[src/pkg/plipd_pkg.sv]
// Constants and carrier types for the tuner synthesizer front end.
// Assumes a single 25 MHz clock domain.
package plipd_pkg;

    // ----------------------------------------------------------------
    // Control word layout
    // ----------------------------------------------------------------
    localparam int        CW_SRC_POS     = 2;
    localparam int        CW_BAND_POS    = 0;
    localparam logic [3:0] CW_RESET_VAL  = 4'h0;
    localparam logic [1:0] SRC_STOP      = 2'h0;
    localparam logic [1:0] SRC_FM        = 2'h1;
    localparam logic [1:0] SRC_AM        = 2'h2;
    localparam logic [1:0] BAND_MW_LW    = 2'h3;
    localparam logic [15:0] DIV_N_RESET  = 16'h0001;
    localparam logic [15:0] REF_RESET    = 16'h03E8;

    // ----------------------------------------------------------------
    // Timing
    // ----------------------------------------------------------------
    localparam int        CLK_MHZ        = 25;
    localparam int        MCYC_US        = 40;
    localparam logic [10:0] MCYC_CYCLES  = 11'(CLK_MHZ * MCYC_US);

    typedef enum logic [1:0] {
        PLIPD_STOPPED = 2'b00,
        PLIPD_RUN     = 2'b01
    } plipd_state_t;

    typedef enum logic [1:0] {
        PLIPD_CP_Z    = 2'b00,
        PLIPD_CP_HIGH = 2'b01,
        PLIPD_CP_LOW  = 2'b10
    } plipd_cp_t;

    typedef struct packed {
        logic       write;
        logic [3:0] word;
    } plipd_cw_t;

    typedef struct packed {
        logic o;
        logic oe;
    } plipd_pin_t;

endpackage : plipd_pkg

[src/plipd_top.sv]
// Tuner synthesizer front end: input select, divider, comparator, charge pump, reset.
// Assumes VCO inputs are already squared up and reference period is a count of mclk_i.
// Notes on behaviour
// - External reset and power-on reset both drive the same system reset.
// - Battery high starts the oscillator; its level is readable by software.
// - FM input enabled only when control word selects FM source.
// - AM input routed when selected; low two bits pick band, 11 is 0.5-10 MHz.
// - Both inputs disabled in backup, halt, reset and synthesizer stop.
// - Charge pump high when divided above reference, low when below, else Z.
// - Charge pump is high impedance in backup, halt, reset and stop.
`timescale 1ns/100ps
module plipd_top
    import plipd_pkg::*;
(
    input  wire logic        mclk_i,
    input  wire logic        resetn_i,
    input  wire logic        system_reset_in_n_i,
    input  wire logic        por_n_i,
    input  wire logic        battery_presence_in_i,
    input  wire logic        backup_mode_i,
    input  wire logic        halt_mode_i,
    input  wire plipd_cw_t   cw_i,
    input  wire logic [15:0] div_n_i,
    input  wire logic [15:0] ref_period_i,
    input  wire logic        fm_vco_input_i,
    input  wire logic        am_vco_input_i,
    output logic             sys_reset_o,
    output logic             osc_enable_o,
    output logic             battery_level_o,
    output logic             fm_enable_o,
    output logic             am_enable_o,
    output logic [1:0]       am_band_o,
    output logic             charge_pump_out_o,
    output logic             charge_pump_out_oe_o
);

    // ----------------------------------------------------------------
    // Input synchronisers
    // ----------------------------------------------------------------
    logic [1:0] rst_sync_reg, por_sync_reg, battery_presence_in_sync_reg, fm_sync_reg, am_sync_reg;
    logic [1:0] rst_sync_next, por_sync_next, battery_presence_in_sync_next, fm_sync_next, am_sync_next;
    logic       vco_prev_reg, vco_prev_next;

    always_comb begin
        rst_sync_next  = {rst_sync_reg[0], system_reset_in_n_i};
        por_sync_next  = {por_sync_reg[0], por_n_i};
        battery_presence_in_sync_next = {battery_presence_in_sync_reg[0], battery_presence_in_i};
        fm_sync_next   = {fm_sync_reg[0], fm_vco_input_i};
        am_sync_next   = {am_sync_reg[0], am_vco_input_i};
    end

    always_ff @(posedge mclk_i or negedge resetn_i) begin
        if (!resetn_i) begin
            rst_sync_reg  <= 2'h0;
            por_sync_reg  <= 2'h0;
            battery_presence_in_sync_reg <= 2'h0;
            fm_sync_reg   <= 2'h0;
            am_sync_reg   <= 2'h0;
        end else begin
            rst_sync_reg  <= rst_sync_next;
            por_sync_reg  <= por_sync_next;
            battery_presence_in_sync_reg <= battery_presence_in_sync_next;
            fm_sync_reg   <= fm_sync_next;
            am_sync_reg   <= am_sync_next;
        end
    end

    // ----------------------------------------------------------------
    // System reset qualification
    // ----------------------------------------------------------------
    logic [10:0] low_cnt_reg, low_cnt_next;
    logic        sys_rst_reg, sys_rst_next;
    logic        ext_rst;

    always_comb begin
        low_cnt_next = low_cnt_reg;
        if (rst_sync_reg[1]) begin
            low_cnt_next = 11'h000;
        end else if (low_cnt_reg != MCYC_CYCLES) begin
            low_cnt_next = low_cnt_reg + 11'h001;
        end
        ext_rst      = (low_cnt_next == MCYC_CYCLES);
        sys_rst_next = ext_rst || !por_sync_reg[1];
    end

    always_ff @(posedge mclk_i or negedge resetn_i) begin
        if (!resetn_i) begin
            low_cnt_reg <= 11'h000;
            sys_rst_reg <= 1'b1;
        end else begin
            low_cnt_reg <= low_cnt_next;
            sys_rst_reg <= sys_rst_next;
        end
    end

    // ----------------------------------------------------------------
    // Control word and run state
    // ----------------------------------------------------------------
    plipd_state_t state_reg, state_next;
    logic [3:0]   cw_reg, cw_next;
    logic         gate_off;

    function automatic logic [1:0] cw_src(input logic [3:0] w);
        cw_src = w[CW_SRC_POS +: 2];
    endfunction : cw_src

    always_comb begin
        cw_next    = cw_reg;
        state_next = state_reg;
        gate_off   = sys_rst_reg || backup_mode_i || halt_mode_i;
        if (sys_rst_reg) begin
            cw_next    = CW_RESET_VAL;
            state_next = PLIPD_STOPPED;
        end else if (cw_i.write) begin
            cw_next = cw_i.word;
            case (cw_src(cw_i.word))
                SRC_FM, SRC_AM: state_next = PLIPD_RUN;
                default:        state_next = PLIPD_STOPPED;
            endcase
        end
    end

    always_ff @(posedge mclk_i or negedge resetn_i) begin
        if (!resetn_i) begin
            cw_reg    <= CW_RESET_VAL;
            state_reg <= PLIPD_STOPPED;
        end else begin
            cw_reg    <= cw_next;
            state_reg <= state_next;
        end
    end

    // ----------------------------------------------------------------
    // Input enables, divider and comparator
    // ----------------------------------------------------------------
    logic        fm_en_next, am_en_next, fm_en_reg, am_en_reg;
    logic [1:0]  band_reg, band_next;
    logic [15:0] div_cnt_reg, div_cnt_next, ref_cnt_reg, ref_cnt_next;
    logic [15:0] quot_reg, quot_next;
    logic        vco_bit, vco_rise, active;
    plipd_cp_t   cp_reg, cp_next;
    logic        osc_reg, osc_next, battery_presence_in_reg, battery_presence_in_next;
    plipd_pin_t  pin_reg, pin_next;

    always_comb begin
        active     = (state_reg == PLIPD_RUN) && !gate_off;
        fm_en_next = active && (cw_src(cw_reg) == SRC_FM);
        am_en_next = active && (cw_src(cw_reg) == SRC_AM);
        band_next  = cw_reg[CW_BAND_POS +: 2];
        vco_bit    = (fm_en_reg && fm_sync_reg[1]) || (am_en_reg && am_sync_reg[1]);
        vco_rise   = vco_bit && !vco_prev_reg;
        vco_prev_next = vco_bit;
        div_cnt_next  = div_cnt_reg;
        quot_next     = quot_reg;
        ref_cnt_next  = ref_cnt_reg + 16'h0001;
        cp_next       = cp_reg;
        if (!active) begin
            div_cnt_next = 16'h0000;
            quot_next    = 16'h0000;
            ref_cnt_next = 16'h0000;
            cp_next      = PLIPD_CP_Z;
        end else begin
            if (vco_rise) begin
                if (div_cnt_reg + 16'h0001 >= div_n_i) begin
                    div_cnt_next = 16'h0000;
                    quot_next    = quot_reg + 16'h0001;
                end else begin
                    div_cnt_next = div_cnt_reg + 16'h0001;
                end
            end
            if (ref_cnt_reg + 16'h0001 >= ref_period_i) begin
                ref_cnt_next = 16'h0000;
                quot_next    = 16'h0000;
                if (quot_reg > 16'h0001) begin
                    cp_next = PLIPD_CP_HIGH;
                end else if (quot_reg < 16'h0001) begin
                    cp_next = PLIPD_CP_LOW;
                end else begin
                    cp_next = PLIPD_CP_Z;
                end
            end
        end
        osc_next    = battery_presence_in_sync_reg[1];
        battery_presence_in_next   = osc_reg;
        pin_next.o  = (cp_next == PLIPD_CP_HIGH);
        pin_next.oe = (cp_next != PLIPD_CP_Z);
    end

    always_ff @(posedge mclk_i or negedge resetn_i) begin
        if (!resetn_i) begin
            fm_en_reg    <= 1'b0;
            am_en_reg    <= 1'b0;
            band_reg     <= 2'h0;
            div_cnt_reg  <= 16'h0000;
            ref_cnt_reg  <= 16'h0000;
            quot_reg     <= 16'h0000;
            vco_prev_reg <= 1'b0;
            cp_reg       <= PLIPD_CP_Z;
            osc_reg      <= 1'b0;
            battery_presence_in_reg     <= 1'b0;
            pin_reg      <= '0;
        end else begin
            fm_en_reg    <= fm_en_next;
            am_en_reg    <= am_en_next;
            band_reg     <= band_next;
            div_cnt_reg  <= div_cnt_next;
            ref_cnt_reg  <= ref_cnt_next;
            quot_reg     <= quot_next;
            vco_prev_reg <= vco_prev_next;
            cp_reg       <= cp_next;
            osc_reg      <= osc_next;
            battery_presence_in_reg     <= battery_presence_in_next;
            pin_reg      <= pin_next;
        end
    end

    // ----------------------------------------------------------------
    // Outputs
    // ----------------------------------------------------------------
    assign sys_reset_o          = sys_rst_reg;
    assign osc_enable_o         = osc_reg;
    assign battery_level_o      = battery_presence_in_reg;
    assign fm_enable_o          = fm_en_reg;
    assign am_enable_o          = am_en_reg;
    assign am_band_o            = band_reg;
    assign charge_pump_out_o    = pin_reg.o;
    assign charge_pump_out_oe_o = pin_reg.oe;

    // ----------------------------------------------------------------
    // Checks
    // ----------------------------------------------------------------
    chk_reset_or_merge: assert property (@(posedge mclk_i) disable iff (!resetn_i)
        !por_sync_reg[1] |=> sys_rst_reg) else $error("por did not reset");
    chk_ext_reset_len: assert property (@(posedge mclk_i) disable iff (!resetn_i)
        (low_cnt_reg == MCYC_CYCLES - 11'h001) && !rst_sync_reg[1] |=> sys_rst_reg)
        else $error("ext reset not taken");
    chk_battery_presence_in_follow: assert property (@(posedge mclk_i) disable iff (!resetn_i)
        battery_presence_in_sync_reg[1] |=> osc_enable_o ##1 battery_level_o)
        else $error("battery level lost");
    chk_fm_select: assert property (@(posedge mclk_i) disable iff (!resetn_i)
        fm_enable_o |-> $past(cw_src(cw_reg)) == SRC_FM) else $error("fm wrong");
    chk_am_band: assert property (@(posedge mclk_i) disable iff (!resetn_i)
        am_enable_o |-> am_band_o == $past(cw_reg[1:0])) else $error("am band");
    chk_inputs_gated: assert property (@(posedge mclk_i) disable iff (!resetn_i)
        (halt_mode_i || backup_mode_i || sys_rst_reg) |=> !fm_enable_o && !am_enable_o)
        else $error("inputs not gated");
    chk_pump_z_gated: assert property (@(posedge mclk_i) disable iff (!resetn_i)
        (halt_mode_i || backup_mode_i || sys_rst_reg || state_reg == PLIPD_STOPPED)
        |=> !charge_pump_out_oe_o)
        else $error("pump not z");
    chk_pump_high: assert property (@(posedge mclk_i) disable iff (!resetn_i)
        active && (ref_cnt_reg + 16'h0001 >= ref_period_i) && quot_reg > 16'h0001
        |=> charge_pump_out_oe_o && charge_pump_out_o) else $error("pump high");
    chk_stop_after_rst: assert property (@(posedge mclk_i) disable iff (!resetn_i)
        sys_rst_reg |=> state_reg == PLIPD_STOPPED) else $error("not stopped");

endmodule : plipd_top

[config.mk]
export PLATFORM = sky130hd
export DESIGN_NAME = plipd_top
export DESIGN_NICKNAME = d
export VERILOG_FILES = /design/src/pkg/plipd_pkg.sv /design/src/plipd_top.sv
export SDC_FILE = /design/constraint.sdc
export NUM_CORES = 1
export LEC_CHECK = 0
export BUFFER_PORTS_ARGS = -buffer_cell sky130_fd_sc_hd__buf_2
export CAP_MARGIN = 20
export CORE_ASPECT_RATIO = 1.25
export CORE_UTILIZATION = 55
export DETAILED_ROUTE_END_ITERATION = 12
export GPL_ROUTABILITY_DRIVEN = 0
export PLACE_DENSITY_LB_ADDON = 0.12
export SYNTH_ARGS = -nofsm -noshare
export SYNTH_HDL_FRONTEND = slang
export SYNTH_SLANG_ARGS = --single-unit
export TNS_END_PERCENT = 30
[constraint.sdc]
create_clock -name mclk_i -period 4.8 [get_ports mclk_i]
set_clock_uncertainty 0.2 [all_clocks]
set_input_delay 0.72 -clock mclk_i [delete_from_list [all_inputs] [get_ports mclk_i]]
set_output_delay 0.72 -clock mclk_i [all_outputs]
set_load 0.02 [all_outputs]
==> results.toml <==
[run_status]
status = "finished clean"

[drt]
ant_nets = 0
firstDrtPassIters = 4
vias = 3757
routedWlPerCell_um = 13.3
drc = 0
drt_wl_total_um = 9280
first_iter_violations = 122
avgViaCountPerCell = 5.41

[hold_path]
min_path_type = "reg -> reg"
hold_end = "battery_presence_in_sync_reg[1]"
holdPathStages = 0
hp-start = "battery_presence_in_sync_reg[0]"

[cts]
clk_pin_slew_ns = 0.08
tritoncts = "built"
clock-sinks = 86
h-tree-depth = 3
post_cts_buffers = 0
cts_buffer_depth = 2
cts_buffers = 9
cts_root_buf = "clkbuf_8"
insertion_delay_ns = 0.36

[grt]
grt-ovfl-total = 0
grt_usage_pct = 22.6
antenna_found_initial = 0
grt_max_degree = 87
first_global_vias = 3753
grt_pass1_wl_um = 16200

[pwr]
p_int_mw = 1.04
power_mw = 1.35
p_per_area_nw_per_um2 = 247
p_switching_mw = 0.312
clkPwrFrac_pct = 38.9
power_frac_seq_pct = 55.1
p_comb_share_pct = 6.0
p_sw_share_pct = 23.1
ir_drop_v = 0.000224
p_leak_nw = 2.87

[floorplanning]
die_y_um = 107
die_x_um = 85.9
initial_core_util_pct = 57.7
die_area_um2 = 9170
core_area_um2 = 8380
io_pins = 55
rows = 37

[placement]
dp_hpwl_um = 6820
port_buffers = 54
post_dp_cell_area_um2 = 5220

[cells_and_area]
diodes = 0
area_delta_synth_final_pct = 13.0
postLayoutCellArea_um2 = 5460
nets = 658
drive_above_1_share_pct = 14.7

[logic_synthesis]
synth_edf_count = 0
synth_top_cell_by_area = "dfrtp_1"
synthArstFlopShare_pct = 100
yosysTopAreaCellShare_pct = 44.0
yosysWarningCount = 0
ys.flop_type = "dfrtp_1"
synthTopCellsByCount = "85 x dfrtp_1, 46 x nand2_1, 44 x nor2_1"
synth-seq-area-share_pct = 44.5
yosysUniqueCellTypes = 47
syn_area_um2 = 4830
syn_area_per_cell_um2 = 9.39
yosysMostFrequentCell = "dfrtp_1"
ys_seq_elements = 86
syn_inst = 515
syn-num-nets = 600
netlist_top_cells_area = "dfrtp_1 44%, ha_1 10%, xor2_1 4.0%, nand2_1 3.6%, nand3_1 3.4%"

[critical_path]
r2r-end = "quot_reg[14]"
critPathLaunchType = "flip-flop"
required_ns = 4.89
cp.arrival_ns = 4.03
endpoint_kind = "flip-flop"
rrSetupSlack_ns = 0.87
worst-path-max-fanout = 12
crit_type = "reg -> reg"
reg2reg_from = "div_cnt_reg[0]"
rr_worst_depth = 14

[sta]
fin_setup_tns_ns = 0
slew_violations = 0
clock.fmax_mhz = 254
period_share_pct = 82.0
maxSlewHeadroom_pct = 40.1
post-route-min-period_ns = 3.93
rsz0062_at_grt = "false"
setup_violations = 0
hold_viol_final = 0
worst_pin_slew_ns = 0.894

[run]
max_cap_violations = 0
## logic make-up (layout without fill, tap and decap cells)
group           Yosys count  after routing  synth area share (%)
flops                    86             86                  44.5
compound gates           77             77                  9.83
buf+inv                  52            115                  4.37
fa+ha+maj                39             39                  10.1
mux                       5              5                  1.04
xor+xnor                 38             38                  6.88
simple gates            218            218                  23.2
## placed cells by master, fill, tap and decap left out, types with 6 or more instances in the layout
cell type	instances
ha_1	39
inv_1	40
xnor2_1	16
buf_2	53
xor2_1	22
o21ai_0	13
and2_1	17
nand4_1	6
nand3_1	33
a21oi_1	29
clkbuf_8	11
nand2b_1	14
and3_1	19
or2_2	7
nand2_1	46
a21o_1	14
nor2_1	44
dfrtp_1	85
nor3_1	6
## routing by layer
| metal | GRT usage (%) | up-vias | share of wire [%] |
|---|---|---|---|
| li1 | - | 1874 | - |
| met1 | 27.1 | 1802 | 45 |
| met2 | 39.7 | 68 | 50 |
| met3 | 4.00 | 13 | 2.7 |
| met4 | 9.52 | 0 | 2.2 |
| met5 | 0 | - | 0 |
## final cells by class
type                            instances  area, µm²
Fill cell                             706       2920
Multi-Input combinational cell        377       2470
Sequential cell                        86       2150
Timing Repair Buffer                   59        337
Clock buffer                           11        151
Inverter                               40        150
Tap cell                              117        146
Clock inverter                          5       56.3
## metrics by stage
step / worst slack, ns / hold WS, ns / instances / utilization (%)
global route: 0.539 / 0.164 / 695 / 65.2
global placement: 1.08 / 0.132 / 676 / 62.1
detailed placement: 0.970 / 0.138 / 677 / 62.3
CTS: 0.941 / 0.157 / 693 / 64.8
floorplan: 1.54 / 0.131 / 515 / -
finish: 0.865 / 0.154 / 695 / 65.2
## worst max path at each step
stage	start	to	slack (ns)
after floorplan	ref_cnt_reg[2]	quot_reg[14]	1.54
after global placement	ref_cnt_reg[2]	quot_reg[14]	1.08
after detailed placement	div_cnt_reg[0]	quot_reg[14]	0.97
after CTS	div_cnt_reg[2]	quot_reg[14]	0.94
after global routing	div_cnt_reg[0]	quot_reg[14]	0.54
final	div_cnt_reg[0]	quot_reg[14]	0.87
## power groups by stage
| stage | Sequential, mW | Combinational, mW | Clock (mW) |
|---|---|---|---|
| 3_3_place_gp | 0.758 | 0.0763 | 0 |
| 5_1_grt | 0.747 | 0.0924 | 0.574 |
| 4_1_cts | 0.745 | 0.0795 | 0.549 |
| 3_5_place_dp | 0.759 | 0.0791 | 0 |
| 6_report | 0.744 | 0.0807 | 0.526 |
| 2_1_floorplan | 0.758 | 0.0350 | 0 |
## worst max-delay path, stage by stage, from the launching register on
cell and delay [ns]:
dfrtp_1 0.44, ha_1 0.25, nand3_1 0.18, nor3_1 0.42
nand3_1 0.16, or2_2 0.31, nand2_1 0.09, ha_1 0.15
a21oi_1 0.07, nor2_1 0.10, a211oi_1 0.08, o211ai_1 0.41
nand2_1 0.38, or4_1 0.55, o21ai_1 0.08
## what timing repair did
item,CTS,global route
gates resized for setup,0,0
hold buffers,0,1
endpoints found under the hold margin,0,11
endpoints found under the setup margin,0,0
No activity file was read; power rests on OpenSTA's default activity.
